### config.mk
export PLATFORM = sky130hd
export DESIGN_NAME = dsac_core
export DESIGN_NICKNAME = d
export VERILOG_FILES = /design/src/inc/dsac_pkg.sv /design/src/core/dsac_core.sv /design/src/core/dsac_sniff_step.sv
export SDC_FILE = /design/constraint.sdc
export NUM_CORES = 2
export LEC_CHECK = 0
export BUFFER_PORTS_ARGS = -buffer_cell sky130_fd_sc_hd__buf_2
export CAP_MARGIN = 10
export CORE_MARGIN = 3
export CORE_UTILIZATION = 30
export DETAILED_ROUTE_END_ITERATION = 12
export PLACE_DENSITY = 0.52
export SETUP_SLACK_MARGIN = 0.5
export SLEW_MARGIN = 30
export SYNTH_ARGS = -nofsm -noshare
export SYNTH_HDL_FRONTEND = slang
export SYNTH_SLANG_ARGS = --single-unit
### constraint.sdc
create_clock -name clk_sys_in -period 4.77 [get_ports clk_sys_in]
set_input_delay 0.954 -clock clk_sys_in [delete_from_list [all_inputs] [get_ports clk_sys_in]]
set_output_delay 0.954 -clock clk_sys_in [all_outputs]
set_load 0.02 [all_outputs]
### src/inc/dsac_pkg.sv
/*
  Shared constants and types for the DMA checksum sniffer, abort and chain block.
  Assumes a 12-bit byte address on the register port and a 32-bit data word.
*/
package dsac_pkg;
  localparam int CH_N = 4;
  localparam int CH_W = 2;
  localparam int CREDIT_W = 6;
  localparam int INFL_W = 4;
  localparam int REQ_N = 40;
  localparam int AW = 12;

  // Register slots of one alias row; the row order differs per alias, word 3 triggers.
  localparam logic [1:0] F_RD = 2'h0;
  localparam logic [1:0] F_WR = 2'h1;
  localparam logic [1:0] F_CNT = 2'h2;
  localparam logic [1:0] F_CTL = 2'h3;
  localparam logic [1:0] TRIG_WORD = 2'h3;
  localparam logic [3:0][3:0][1:0] ALIAS_MAP = {
    {F_RD, F_CNT, F_WR, F_CTL}, {F_WR, F_RD, F_CNT, F_CTL},
    {F_CNT, F_WR, F_RD, F_CTL}, {F_CTL, F_CNT, F_WR, F_RD}};

  // Address map.
  localparam logic [AW-1:0] CH_TOP = 12'h100;
  localparam logic [AW-1:0] OFS_INTR = 12'h400;
  localparam logic [AW-1:0] OFS_IRQ_LINE0_MASK = 12'h404;
  localparam logic [AW-1:0] OFS_INTS0 = 12'h40C;
  localparam logic [AW-1:0] OFS_IRQ_LINE1_MASK = 12'h414;
  localparam logic [AW-1:0] OFS_INTS1 = 12'h41C;
  localparam logic [AW-1:0] OFS_SNCTL = 12'h434;
  localparam logic [AW-1:0] OFS_SNRES = 12'h438;
  localparam logic [AW-1:0] OFS_ABORT = 12'h444;
  localparam logic [AW-1:0] DBG_BASE = 12'h800;
  localparam logic [AW-1:0] DBG_TOP = 12'h900;
  localparam logic [1:0] DBG_CREDIT = 2'h0;
  localparam logic [1:0] DBG_COUNT = 2'h1;

  // Channel control word fields.
  localparam int CTL_EN = 0;
  localparam int CTL_CHAIN = 1;
  localparam int CTL_QUIET = 5;
  localparam int CTL_SNIFF = 6;
  localparam int CTL_REQ = 7;
  localparam int CTL_BUSY = 24;
  localparam logic [31:0] CTL_WMASK = 32'h00001FFF;
  localparam logic [31:0] CTL_RST = 32'h00001F9E;
  localparam logic [5:0] REQ_NONE = 6'h3F;

  // Checksum control fields.
  localparam int SN_EN = 0;
  localparam int SN_CH = 1;
  localparam int SN_MODE = 3;
  localparam int SN_REV = 6;
  localparam int SN_INV = 7;
  localparam int SN_SWAP = 8;

  localparam logic [31:0] POLY32 = 32'h04C11DB7;
  localparam logic [31:0] POLY32_REV = 32'hEDB88320;
  localparam logic [15:0] POLY16 = 16'h1021;
  localparam logic [15:0] POLY16_REV = 16'h8408;

  typedef enum logic [2:0] {
    MODE_CRC32_MSB = 3'h0,
    MODE_CRC32_LSB = 3'h1,
    MODE_CRC16_MSB = 3'h2,
    MODE_CRC16_LSB = 3'h3,
    MODE_SUM = 3'h4,
    MODE_PARITY = 3'h5
  } dsac_mode_t;

  typedef enum logic [1:0] {
    ST_IDLE = 2'h0,
    ST_RUN = 2'h1,
    ST_DRAIN = 2'h3
  } dsac_chst_t;

  typedef struct packed {
    dsac_chst_t state;
    logic [31:0] rd_addr;
    logic [31:0] wr_addr;
    logic [31:0] count;
    logic [31:0] ctrl;
    logic [31:0] remain;
    logic [CREDIT_W-1:0] credit;
    logic [INFL_W-1:0] inflight;
  } dsac_chan_t;

  typedef struct packed {
    dsac_chan_t [CH_N-1:0] ch;
    logic [CH_N-1:0] raw;
    logic [CH_N-1:0] irq_line0_mask;
    logic [CH_N-1:0] irq_line1_mask;
    logic [CH_N-1:0] issue;
    logic [8:0] sctl;
    logic [31:0] acc;
    logic [31:0] rdata;
    logic irq0;
    logic irq1;
  } dsac_state_t;

  localparam dsac_chan_t CHAN_RST = '{state: ST_IDLE, ctrl: CTL_RST, default: '0};
  localparam dsac_state_t STATE_RST = '{ch: {CH_N{CHAN_RST}}, default: '0};
endpackage : dsac_pkg

### src/core/dsac_core.sv
/*
  DMA channel support: checksum sniffer, abort with drain, request credits,
  debug views, two interrupt lines and channel chaining.
  Assumes the transfer engine returns one done pulse per issued transfer
  and that FIFO traffic is presented one word per cycle with its channel.
*/
// The placing of the registers and the plain strobed port were chosen for this implementation.
// Function
// - Sniffer watches only channels with watch enable.
// - Sniffer folds one full word every cycle.
// - CRC-32, CRC-16 both orders, sum, parity.
// - Result register readable and writable for seeding.
// - Result manipulations change only the read view.
// - Sniffer only observes; FIFO data untouched.
// - Clearing enable pauses, keeps count and state.
// - Abort register: one bit per channel, 1 aborts.
// - Abort clears remaining count, leaves channel inactive.
// - In-flight transfers at abort still complete.
// - Busy stays set until in-flight transfers drain.
// - Debug views show credits and count, can reset.
// - Enabled completion raises its interrupt line.
// - Completion starts the chained channel at once.
// - Chained completion interrupts in same event.
// - Register aliases reorder words, last is trigger.
// - Request pulses add saturating credit, issue subtracts.
// - Writing masked status clears those interrupts.
// - All-zero trigger write does not start channel.
`timescale 1ns/10ps
module dsac_core
  import dsac_pkg::*;
#(
  parameter int NUM_CH = CH_N,
  parameter int REQ_LINES = REQ_N
)
(
  input wire logic clk_sys_in,
  input wire logic resetn_in,
  input wire logic [AW-1:0] addr_in,
  input wire logic [31:0] wdata_in,
  input wire logic wr_in,
  input wire logic rd_in,
  output logic [31:0] rdata_out,
  input wire logic [REQ_LINES-1:0] dreq_in,
  input wire logic [NUM_CH-1:0] done_in,
  input wire logic fifo_valid_in,
  input wire logic [CH_W-1:0] fifo_chan_in,
  input wire logic [31:0] fifo_data_in,
  output logic [NUM_CH-1:0] issue_out,
  output logic irq0_out,
  output logic irq1_out
);
  generate
    if (NUM_CH != CH_N || REQ_LINES > 63 || REQ_LINES < 1)
    begin : g_bad_param
      $error("dsac_core channel or request line count unsupported.");
    end
  endgenerate

  dsac_state_t s_reg;
  dsac_state_t s_next;
  logic in_ch;
  logic in_dbg;
  logic [CH_W-1:0] a_ch;
  logic [1:0] a_wd;
  logic [1:0] fsel;
  logic [CH_N-1:0] abort_w;
  logic [63:0] dreq_pad;
  logic [CH_W-1:0] sn_sel;
  logic watch;
  logic [31:0] step_w;
  logic [31:0] sn_view;
  logic [CH_N-1:0] comp;
  logic [CH_N-1:0] start;
  logic [CH_N-1:0] nulltrig;
  logic [CH_N-1:0] pulse;
  logic [CH_N-1:0] busy;

  // Address decode; channel rows repeat per alias with a different word order.
  assign in_ch = (addr_in < CH_TOP);
  assign in_dbg = (addr_in >= DBG_BASE) && (addr_in < DBG_TOP);
  assign a_ch = addr_in[6 +: CH_W];
  assign a_wd = addr_in[3:2];
  assign fsel = ALIAS_MAP[addr_in[5:4]][a_wd];
  assign abort_w = (wr_in && addr_in == OFS_ABORT) ? wdata_in[CH_N-1:0] : '0;
  assign dreq_pad = 64'(dreq_in);

  // The sniffer taps the FIFO word without driving anything back into it.
  assign sn_sel = s_reg.sctl[SN_CH +: CH_W];
  assign watch = s_reg.sctl[SN_EN] && fifo_valid_in && (fifo_chan_in == sn_sel)
    && s_reg.ch[sn_sel].ctrl[CTL_SNIFF];

  dsac_sniff_step #(
    .DATA_W(32)
  ) u_step (
    .mode_in(dsac_mode_t'(s_reg.sctl[SN_MODE +: 3])),
    .acc_in(s_reg.acc),
    .data_in(fifo_data_in),
    .acc_out(step_w)
  );

  // Read view of the result; the accumulator itself is never altered here.
  always_comb
  begin
    logic [31:0] v;
    v = s_reg.acc;
    if (s_reg.sctl[SN_REV])
    begin
      v = {<<{v}};
    end
    if (s_reg.sctl[SN_INV])
    begin
      v = ~v;
    end
    if (s_reg.sctl[SN_SWAP])
    begin
      v = {v[7:0], v[15:8], v[23:16], v[31:24]};
    end
    sn_view = v;
  end

  // All channel, interrupt and sniffer state advances here.
  always_comb
  begin
    logic granted;
    logic paced;
    logic take;
    logic [5:0] req_sel;
    logic [3:0] tgt;
    logic [CH_N-1:0] clr;
    granted = 1'b0;
    paced = 1'b0;
    take = 1'b0;
    req_sel = 6'h00;
    tgt = 4'h0;
    clr = '0;
    s_next = s_reg;
    s_next.issue = '0;
    s_next.rdata = 32'h00000000;
    comp = '0;
    start = '0;
    nulltrig = '0;
    pulse = '0;
    busy = '0;
    for (int i = 0; i < CH_N; i++)
    begin
      busy[i] = (s_reg.ch[i].state != ST_IDLE);
      req_sel = s_reg.ch[i].ctrl[CTL_REQ +: 6];
      paced = (req_sel != REQ_NONE);
      pulse[i] = paced && (int'(req_sel) < REQ_LINES) && dreq_pad[req_sel];
      // Enable low only withholds issue; count and state stay put.
      take = (s_reg.ch[i].state == ST_RUN) && s_reg.ch[i].ctrl[CTL_EN]
        && (s_reg.ch[i].remain != 32'h00000000) && !abort_w[i]
        && (!paced || s_reg.ch[i].credit != '0) && (s_reg.ch[i].inflight != '1)
        && !granted;
      granted = granted | take;
      s_next.issue[i] = take;
      // Saturating credit, one per request pulse, one back per paced issue.
      if (pulse[i] && !(take && paced) && s_reg.ch[i].credit != '1)
      begin
        s_next.ch[i].credit = s_reg.ch[i].credit + 1'b1;
      end
      else if (take && paced && !pulse[i])
      begin
        s_next.ch[i].credit = s_reg.ch[i].credit - 1'b1;
      end
      if (take)
      begin
        s_next.ch[i].remain = s_reg.ch[i].remain - 32'h00000001;
      end
      // Issued transfers cannot be revoked, so their done pulses are always counted.
      if (take && !(done_in[i] && s_reg.ch[i].inflight != '0))
      begin
        s_next.ch[i].inflight = s_reg.ch[i].inflight + 1'b1;
      end
      else if (!take && done_in[i] && s_reg.ch[i].inflight != '0)
      begin
        s_next.ch[i].inflight = s_reg.ch[i].inflight - 1'b1;
      end
      case (s_reg.ch[i].state)
        ST_IDLE: s_next.ch[i].state = ST_IDLE;
        ST_RUN:
          if (s_reg.ch[i].remain == 32'h00000000 && s_reg.ch[i].inflight == '0)
          begin
            s_next.ch[i].state = ST_IDLE;
            comp[i] = 1'b1;
          end
        ST_DRAIN:
          if (s_reg.ch[i].inflight == '0)
          begin
            s_next.ch[i].state = ST_IDLE;
          end
        default: s_next.ch[i].state = ST_IDLE;
      endcase
      // Abort drops the count, skips completion and waits out in-flight work.
      if (abort_w[i])
      begin
        s_next.ch[i].remain = 32'h00000000;
        s_next.ch[i].state = (s_next.ch[i].inflight != '0) ? ST_DRAIN : ST_IDLE;
        comp[i] = 1'b0;
      end
    end

    // Register writes; a trigger slot starts the channel only on a nonzero word.
    if (wr_in && in_ch)
    begin
      case (fsel)
        F_RD: s_next.ch[a_ch].rd_addr = wdata_in;
        F_WR: s_next.ch[a_ch].wr_addr = wdata_in;
        F_CNT: s_next.ch[a_ch].count = wdata_in;
        default: s_next.ch[a_ch].ctrl = wdata_in & CTL_WMASK;
      endcase
      if (a_wd == TRIG_WORD)
      begin
        start[a_ch] = (wdata_in != 32'h00000000) && !abort_w[a_ch];
        nulltrig[a_ch] = (wdata_in == 32'h00000000);
      end
    end
    else if (wr_in && in_dbg)
    begin
      // Debug views double as a way to reset a stuck channel.
      if (a_wd == DBG_CREDIT)
      begin
        s_next.ch[a_ch].credit = '0;
      end
      else if (a_wd == DBG_COUNT)
      begin
        s_next.ch[a_ch].remain = wdata_in;
      end
    end
    else if (wr_in)
    begin
      case (addr_in)
        OFS_IRQ_LINE0_MASK: s_next.irq_line0_mask = wdata_in[CH_N-1:0];
        OFS_IRQ_LINE1_MASK: s_next.irq_line1_mask = wdata_in[CH_N-1:0];
        OFS_INTS0: clr = wdata_in[CH_N-1:0];
        OFS_INTS1: clr = wdata_in[CH_N-1:0];
        OFS_SNCTL: s_next.sctl = wdata_in[8:0];
        default: clr = '0;
      endcase
    end

    // A completing channel restarts its chain target in the same cycle.
    for (int i = 0; i < CH_N; i++)
    begin
      tgt = s_reg.ch[i].ctrl[CTL_CHAIN +: 4];
      if (comp[i] && int'(tgt) < CH_N && int'(tgt) != i && !abort_w[tgt[CH_W-1:0]])
      begin
        start[tgt[CH_W-1:0]] = 1'b1;
      end
    end
    for (int i = 0; i < CH_N; i++)
    begin
      if (start[i])
      begin
        s_next.ch[i].state = ST_RUN;
        s_next.ch[i].remain = s_next.ch[i].count;
      end
    end

    // Non-quiet completions and quiet null triggers set flags; a set beats a clear.
    for (int i = 0; i < CH_N; i++)
    begin
      s_next.raw[i] = (s_reg.raw[i] && !clr[i])
        || (comp[i] && !s_reg.ch[i].ctrl[CTL_QUIET])
        || (nulltrig[i] && s_next.ch[i].ctrl[CTL_QUIET]);
    end
    s_next.irq0 = |(s_reg.raw & s_reg.irq_line0_mask);
    s_next.irq1 = |(s_reg.raw & s_reg.irq_line1_mask);

    // A seed write wins over a word folded in the same cycle.
    if (wr_in && addr_in == OFS_SNRES)
    begin
      s_next.acc = wdata_in;
    end
    else if (watch)
    begin
      s_next.acc = step_w;
    end

    // Read data stand in the cycle after the strobe; unmapped reads give zero.
    if (rd_in && in_ch)
    begin
      case (fsel)
        F_RD: s_next.rdata = s_reg.ch[a_ch].rd_addr;
        F_WR: s_next.rdata = s_reg.ch[a_ch].wr_addr;
        F_CNT: s_next.rdata = s_reg.ch[a_ch].count;
        default: s_next.rdata = s_reg.ch[a_ch].ctrl | (32'(busy[a_ch]) << CTL_BUSY);
      endcase
    end
    else if (rd_in && in_dbg)
    begin
      if (a_wd == DBG_CREDIT)
      begin
        s_next.rdata = 32'(s_reg.ch[a_ch].credit);
      end
      else if (a_wd == DBG_COUNT)
      begin
        s_next.rdata = s_reg.ch[a_ch].remain;
      end
    end
    else if (rd_in)
    begin
      case (addr_in)
        OFS_INTR: s_next.rdata = 32'(s_reg.raw);
        OFS_IRQ_LINE0_MASK: s_next.rdata = 32'(s_reg.irq_line0_mask);
        OFS_IRQ_LINE1_MASK: s_next.rdata = 32'(s_reg.irq_line1_mask);
        OFS_INTS0: s_next.rdata = 32'(s_reg.raw & s_reg.irq_line0_mask);
        OFS_INTS1: s_next.rdata = 32'(s_reg.raw & s_reg.irq_line1_mask);
        OFS_SNCTL: s_next.rdata = 32'(s_reg.sctl);
        OFS_SNRES: s_next.rdata = sn_view;
        OFS_ABORT: s_next.rdata = 32'(busy);
        default: s_next.rdata = 32'h00000000;
      endcase
    end
  end

  // Single state register for the whole block.
  always_ff @(posedge clk_sys_in or negedge resetn_in)
  begin
    if (!resetn_in)
    begin
      s_reg <= STATE_RST;
    end
    else
    begin
      s_reg <= s_next;
    end
  end

  assign rdata_out = s_reg.rdata;
  assign issue_out = s_reg.issue;
  assign irq0_out = s_reg.irq0;
  assign irq1_out = s_reg.irq1;

  generate
    for (genvar i = 0; i < CH_N; i++)
    begin : g_chk
      // One-hot copy of this channel's chain target, kept only for the chain check.
      logic [CH_N-1:0] chain_hot;
      assign chain_hot = {{(CH_N - 1){1'b0}}, 1'b1} << s_reg.ch[i].ctrl[CTL_CHAIN +: CH_W];

    end
  endgenerate
endmodule : dsac_core

### src/core/dsac_sniff_step.sv
/*
  One checksum step over a full data word, purely combinational.
  Assumes the caller registers the result and feeds it back as the accumulator.
*/
`timescale 1ns/10ps
module dsac_sniff_step
  import dsac_pkg::*;
#(
  parameter int DATA_W = 32
)
(
  input wire dsac_mode_t mode_in,
  input wire logic [31:0] acc_in,
  input wire logic [DATA_W-1:0] data_in,
  output logic [31:0] acc_out
);
  generate
    if (DATA_W != 32)
    begin : g_bad_width
      $error("dsac_sniff_step serves 32-bit words only.");
    end
  endgenerate

  // The whole word is folded in one cycle, so the sniffer never lags the FIFO.
  always_comb
  begin
    logic [31:0] c;
    logic fb;
    c = acc_in;
    fb = 1'b0;
    case (mode_in)
      MODE_CRC32_MSB:
        for (int i = DATA_W - 1; i >= 0; i--)
        begin
          fb = c[31] ^ data_in[i];
          c = {c[30:0], 1'b0} ^ (fb ? POLY32 : 32'h00000000);
        end
      MODE_CRC32_LSB:
        for (int i = 0; i < DATA_W; i++)
        begin
          fb = c[0] ^ data_in[i];
          c = {1'b0, c[31:1]} ^ (fb ? POLY32_REV : 32'h00000000);
        end
      MODE_CRC16_MSB:
        for (int i = DATA_W - 1; i >= 0; i--)
        begin
          fb = c[15] ^ data_in[i];
          c = {16'h0000, c[14:0], 1'b0} ^ {16'h0000, (fb ? POLY16 : 16'h0000)};
        end
      MODE_CRC16_LSB:
        for (int i = 0; i < DATA_W; i++)
        begin
          fb = c[0] ^ data_in[i];
          c = {17'h00000, c[15:1]} ^ {16'h0000, (fb ? POLY16_REV : 16'h0000)};
        end
      MODE_SUM: c = acc_in + data_in;
      MODE_PARITY: c = {31'h00000000, acc_in[0] ^ (^data_in)};
      default: c = acc_in;
    endcase
    acc_out = c;
  end
endmodule : dsac_sniff_step

Yosys cells after proc, flatten, opt, wreduce, memory -nomap -nowiden. Cells that the tools add are included.

Muxes and demuxes: 279. Add/subtract/negate cells: 21. Reduce and logical (&&, ||, !) cells: 205. Magnitude comparators: 28. Bitwise gates (word level): 272. Equality and inequality tests: 41.

Operators with widths (count): 688-bit bitwise mux (6); 688-bit two-way mux (4); 172-bit demux with 2-bit select (6); 688-bit case mux with 3 select lines (1); 32-bit two-way mux (54); 31-bit by 32-bit bitwise XOR with 32-bit output (32); 32-bit bitwise XOR (32); 27-bit two-way mux (32); 172-bit binary-select mux with 2-bit select (2); 16-bit two-way mux (32); 15-bit by 16-bit bitwise XOR with 16-bit output (32); 16-bit bitwise XOR (32); 13-bit two-way mux (32); 170-bit two-way mux (2); 32-bit case mux with 8 select lines (1); 32-bit case mux with 6 select lines (1); 32-bit zero test (5); 32-bit nonzero test (5); 138-bit two-way mux (1); 32-bit by 1-bit subtractor with 32-bit output (second input constant) (4); 1-bit bitwise XOR (128); 1-bit logical AND (107); 106-bit two-way mux (1); 12-bit by 11-bit equality test with 1-bit output (second input constant) (8); other kinds (60) (286).

Input port bits: 127. Flip-flop bits (word level): 779. Output and inout port bits: 38. Word-level logic and storage cells: 891.

Longest topological paths before layout.
Depth after elaboration: 99. Gate-level depth with buffers: 17. Depth with buffers taken out: 16.

Modules after synthesis. A second synthesis with hierarchy kept.

Cell total of the unflattened synthesis: 4783. Area total of the unflattened synthesis: 53862.9 um2.

Modules (own cells, without submodules): dsac_core (seq. area each 19543.7 um2, cells each 3669, area each 43215.2 um2, times used 1); dsac_sniff_step (seq. area each 0.0 um2, cells each 1114, area each 10647.7 um2, times used 1).

Worst setup path before layout. No wires, ideal clock.

Path kind: input to register. Start point: input fifo_data_in[2]. End point: register s_reg[58] in the netlist's numbering. Data required time: 4644 ps. Library setup time: 126 ps. Path slack: -240 ps. Arrival: 4884 ps. Stages: 14. Buffers on the path: 1. Path through: ha_1 > buf_4 > xor3_2 > xor3_2 > xnor3_2 > xnor2_4 > xor2_2 > xor3_2 > xor2_2 > o21ai_0 > nor2_1 > a211oi_1 > nor3_1 > a221o_1.

Word-level cells in the longest chain between the ends: 43. Elaborated cells between the ends (all ways): 71. Those cells by class: add/sub (1); mux (20); bitwise (50).

Ends and longest elaborated chain: from (decl) (line dsac_core.sv:47) `input wire logic [31:0] fifo_data_in,`; 1-bit bitwise XOR (line dsac_sniff_step.sv:41) `fb = c[0] ^ data_in[i];`; 32-bit two-way mux (line dsac_sniff_step.sv:42) `c = {1'b0, c[31:1]} ^ (fb ? POLY32_REV : 32'h00000000);`; 31-bit by 32-bit bitwise XOR with 32-bit output (6 in a row) (line dsac_sniff_step.sv:42); 1-bit bitwise XOR / 31-bit by 32-bit bitwise XOR with 32-bit output (equally long branches) (line dsac_sniff_step.sv:41, dsac_sniff_step.sv:42); 32-bit two-way mux / 31-bit by 32-bit bitwise XOR with 32-bit output (equally long branches) (line dsac_sniff_step.sv:42); 31-bit by 32-bit bitwise XOR with 32-bit output (line dsac_sniff_step.sv:42); 31-bit by 32-bit bitwise XOR with 32-bit output / 1-bit bitwise XOR (equally long branches) (line dsac_sniff_step.sv:42, dsac_sniff_step.sv:41); 31-bit by 32-bit bitwise XOR with 32-bit output / 32-bit two-way mux (equally long branches) (line dsac_sniff_step.sv:42); [... 20 more ...]; 32-bit two-way mux / 31-bit by 32-bit bitwise XOR with 32-bit output (equally long branches) (line dsac_sniff_step.sv:42); 31-bit by 32-bit bitwise XOR with 32-bit output (line dsac_sniff_step.sv:42); 31-bit by 32-bit bitwise XOR with 32-bit output / 1-bit bitwise XOR (equally long branches) (line dsac_sniff_step.sv:42, dsac_sniff_step.sv:41); 31-bit by 32-bit bitwise XOR with 32-bit output / 32-bit two-way mux (equally long branches) (line dsac_sniff_step.sv:42); 31-bit by 32-bit bitwise XOR with 32-bit output (3 in a row) (line dsac_sniff_step.sv:42); 32-bit case mux with 6 select lines (*) (line dsac_sniff_step.sv:31) `case (mode_in)`; 32-bit two-way mux (*) (line dsac_core.sv:275) `else if (watch)`; 32-bit two-way mux (*) (line dsac_core.sv:271) `if (wr_in && addr_in == OFS_SNRES)`; to (signal assigned) (line dsac_core.sv:326) `s_reg <= s_next;`; to (decl) (line dsac_core.sv:59) `dsac_state_t s_reg;`.

Every way passes the cells marked *; elsewhere a longest branch is shown, timed or not. The select of a mux whose other input is x is not followed. A chain may end at the register's enable or synchronous reset.

Worst setup path in the final report.
Start point: register s_reg[34] in the netlist's numbering. End point: register s_reg[37] in the netlist's numbering.

Word-level cells in the longest chain between the ends: 49. Elaborated cells between the ends (all ways): 115. Those cells by class: add/sub (1); mux (27); bitwise (87).

Ends and longest elaborated chain: 1-bit bitwise XOR (line dsac_sniff_step.sv:41, dsac_sniff_step.sv:53); 16-bit two-way mux (line dsac_sniff_step.sv:54) `c = {17'h00000, c[15:1]} ^ {16'h0000, (fb ? POLY16_REV : 16'h0000)};`; 15-bit by 16-bit bitwise XOR with 16-bit output (4 in a row) (line dsac_sniff_step.sv:54); 1-bit bitwise XOR / 15-bit by 16-bit bitwise XOR with 16-bit output (equally long branches) (line dsac_sniff_step.sv:53, dsac_sniff_step.sv:54); 16-bit two-way mux / 15-bit by 16-bit bitwise XOR with 16-bit output (equally long branches) (line dsac_sniff_step.sv:54); 15-bit by 16-bit bitwise XOR with 16-bit output (4 in a row) (line dsac_sniff_step.sv:54); 1-bit bitwise XOR / 15-bit by 16-bit bitwise XOR with 16-bit output (equally long branches) (line dsac_sniff_step.sv:53, dsac_sniff_step.sv:54); 16-bit two-way mux, or another cell as far along (line dsac_sniff_step.sv:54); [... 24 more ...]; 15-bit by 16-bit bitwise XOR with 16-bit output / 16-bit two-way mux (equally long branches) (line dsac_sniff_step.sv:54); 15-bit by 16-bit bitwise XOR with 16-bit output (4 in a row) (line dsac_sniff_step.sv:54); 15-bit by 16-bit bitwise XOR with 16-bit output / 1-bit bitwise XOR (equally long branches) (line dsac_sniff_step.sv:54, dsac_sniff_step.sv:53); 15-bit by 16-bit bitwise XOR with 16-bit output / 16-bit two-way mux (equally long branches) (line dsac_sniff_step.sv:54); 15-bit by 16-bit bitwise XOR with 16-bit output (line dsac_sniff_step.sv:54); 32-bit case mux with 6 select lines (*) (line dsac_sniff_step.sv:31); 32-bit two-way mux (*) (line dsac_core.sv:275); 32-bit two-way mux (*) (line dsac_core.sv:271).

Marks and branches as above.

==> run_results.csv <==
group,metric,value,unit
floorplanning,initial_core_util,30.4,%
power_and_ir_drop,ir_drop,1070,uV
clock_tree,clock_latency,0.70,ns
power_and_ir_drop,p_leak,27.9,nW
detailed_routing,num_vias,41341,
sta,setup_ws,0.491,ns
detailed_routing,routedWlPerCell,28.5,um
placement,pre_cts_slack,-0.401,ns
detailed_routing,drt_first_pass_iters,5,
clock_tree,cts_max_level,3,
worst_setup_path,worstSetupPathType,"flop to flop",
synth,yosysWarnings,0,
worst_setup_path,critPathCaptureType,"flop",
clock_tree,hold_buffers,0,
sta,fin_skew,0.0232,ns
sta,rsz0062_at_grt,"true",
synth,synth.area.top_cells,"dfrtp_1 (35%), xnor2_1 (10%), mux2_2 (9.2%)",
worst_setup_path,start_kind,"flop",
detailed_routing,vias_per_cell,5.44,
synth,async_flop_share,100,%
grt,grt_pass1_vias,41858,
synth,syn_nets,4935,
placement,gp_congestion,0.999,
synth,synth.most_common_cell,"dfrtp_1",
detailed_routing,drtIter0Drc,4063,
synth,syn_inst,4741,
synth,synth_ff_type,"dfrtp_1",
worst_setup_path,crit_chain,"ha_2 > buf_4 > xnor2_2 > buf_4 > xnor3_1 > xnor2_1 > xor2_1 > xnor3_1 > xnor2_1 > o22ai_1 > a21oi_1 > nor2_1 > a221oi_1 > o21ai_0",
cells_and_area,largest_register_ffs,741,
sta,whs,0.300,ns
sta,final_max_slew_viol_count,0,
clock_tree,cts.sinks,779,
floorplanning,die_h,424,um
synth,synth_area,52400,sq um
placement,io_buffers,164,
worst_setup_path,critPathArrivalTime,4.85,ns
cells_and_area,drive_above_1_share,34.1,%
sta,worst_pin_slew,1.03,ns
worst_setup_path,cp.required,5.34,ns
sta,setup_viol_count_final,0,
sta,slew_headroom,30.6,%
clock_tree,path_clk_slew,0.06,ns
floorplanning,die_area,180000,sq um
cells_and_area,fin_nets,5407,
detailed_routing,drc_errors,0,
worst_setup_path,crit_fanout,4,
floorplanning,io_pins,165,
synth,avgSynthCellArea,11.0,sq um
synth,synth_seq_cells,779,
floorplanning,rows,152,
grt,grt_max_degree,109,
floorplanning,die_x,424,um
placement,hpwl,162000,um
job,cap_viol_max_count,0,
sta,period_share,89.7,%
detailed_routing,totalWireLength,216000,um
synth,yosys-top-cells-count,"dfrtp_1 (739), xnor2_1 (605), mux2_2 (430), nand2_1 (332), nor2_1 (274)",
cells_and_area,area_growth,21.0,%
cells_and_area,final_core_util,36.7,%
grt,grt_pass1_wl,311000,um
sta,fmax,234,MHz
worst_setup_path,worst_path_largest_cell_delay,0.55,ns
synth,synth-edff-count,0,
floorplanning,core,172000,sq um
clock_tree,cts_root_buf,"clkbuf_16",
hold_path,hold_path_class,"input pin to async pin",
synth,yosysSeqAreaShare,37.3,%
sta,hold_violations,0,
grt,track_usage,23.6,%
outcome,status,"finished, final reports clean",
cells_and_area,design_area,63300,sq um
placement,placedInstanceArea,59900,sq um
sta,min_period,4.28,ns
synth,yosysTopAreaCellShare,35.3,%
power_and_ir_drop,p_per_area,700,nW/um^2
synth,synth.distinct_cells,84,
grt,antenna_found_initial,11,
detailed_routing,ant_nets,0,
grt,grt.overflow.total,0,
clock_tree,cts_tree,"built",
synth,synth_top_area_cell,"dfrtp_1",
clock_tree,cts_buffers,83,
worst_setup_path,cp_slowest_cell,"xnor3_1",
clock_tree,cts_buffer_depth,3,
power breakdown:
| part | switching, W | total [W] | internal, W |
|---|---|---|---|
| Clock | 0.00293 | 0.00671 | 0.00379 |
| Sequential | 0.000813 | 0.00808 | 0.00727 |
| Combinational | 0.0147 | 0.0295 | 0.0148 |
critical path, delay by kind of cell (launching register included):
family,cells,cell delay [ns]
and+or+nand+nor,1,0.08
buffers and inverters,2,0.35
adders and majority gates,1,0.37
AOI/OAI and AO/OA,4,0.81
DFF,1,0.48
xor gates and xnor gates,6,2.05
layout by cell type (no fill, tap or decap), types with 19 or more instances in the layout:
master	Yosys	routed
a211o_1	23	23
a211oi_1	55	53
a21o_1	21	21
a21oi_1	181	179
a221o_1	27	27
a221oi_1	51	44
a22oi_1	23	23
and2_1	89	88
and3_1	22	22
buf_12	0	28
buf_2	21	161
buf_4	39	559
clkbuf_1	270	20
clkbuf_16	0	83
dfrtp_1	739	729
dfstp_2	40	40
ha_1	66	56
inv_1	60	60
mux2_2	430	429
mux2i_1	112	112
mux4_2	213	212
nand2_1	332	329
nand3_1	55	55
nor2_1	274	265
nor2b_1	43	43
nor3_1	71	61
nor4_1	43	37
o21ai_0	146	140
o22a_1	41	41
o22ai_1	21	20
xnor2_1	605	574
xnor2_2	20	34
xnor2_4	6	23
xnor3_1	51	36
xor2_1	208	189
xor2_2	10	19
layout make-up:
type | count | area (sq um)
clock buffer | 117 | 2340
sequential | 779 | 19600
fill | 17072 | 109000
timing repair buffer | 756 | 5660
clock inverter | 34 | 403
antenna | 4 | 10.0
multi-input combinational | 3530 | 32200
tap | 2310 | 2890
inverter | 63 | 236
what timing repair did:
action,CTS,global route
setup endpoints to repair,95,62
setup buffers,6,14
gates resized for setup,24,74
pin swaps,6,28
gates cloned,0,0
cells by family (layout without fill, tap and decap cells):
logic type | after synthesis | after routing | share of synthesized area (%)
simple gates | 1074 | 1074 | 9.96
xor+xnor | 921 | 921 | 18.0
flops | 779 | 779 | 37.3
mux | 755 | 755 | 20.6
compound gates | 713 | 713 | 9.10
buf+inv | 432 | 970 | 3.43
fa+ha+maj | 67 | 67 | 1.62
other cells | 0 | 4 | 0
path summary, 6_finish.rpt:
| kind | from | endpoint | slack, ns | depth (start not counted) |
|---|---|---|---|---|
| min | resetn_in | s_reg[218] | 0.30 | 1 |
| min in group clk_sys_in | s_reg[490] | s_reg[490] | 0.48 | 1 |
| max in group asynchronous | resetn_in | s_reg[657] | 3.33 | 2 |
| min reg2reg | s_reg[490] | s_reg[490] | 0.48 | 1 |
| max reg2reg | s_reg[34] | s_reg[37] | 0.49 | 14 |
| max | s_reg[34] | s_reg[37] | 0.49 | 14 |
through the flow:
stage,TNS [ns],cells,power (W)
2_1_floorplan,0,4741,0.0240
3_3_place_gp,-1.26,7418,0.0361
3_5_place_dp,-1.39,7418,0.0360
4_1_cts,0,7575,0.0431
5_1_grt,0,7593,0.0463
6_report,0,7593,0.0443
routing by layer:
metal / global-route usage, % / wire, um / part of all wire, %
met1: 31.3 / 90200 / 42
met3: 3.54 / 14300 / 6.6
met4: 12.7 / 13500 / 6.3
met2: 37.3 / 98200 / 45
met5: 0 / 26 / 0.012
Power figures use the tool's default switching activity.
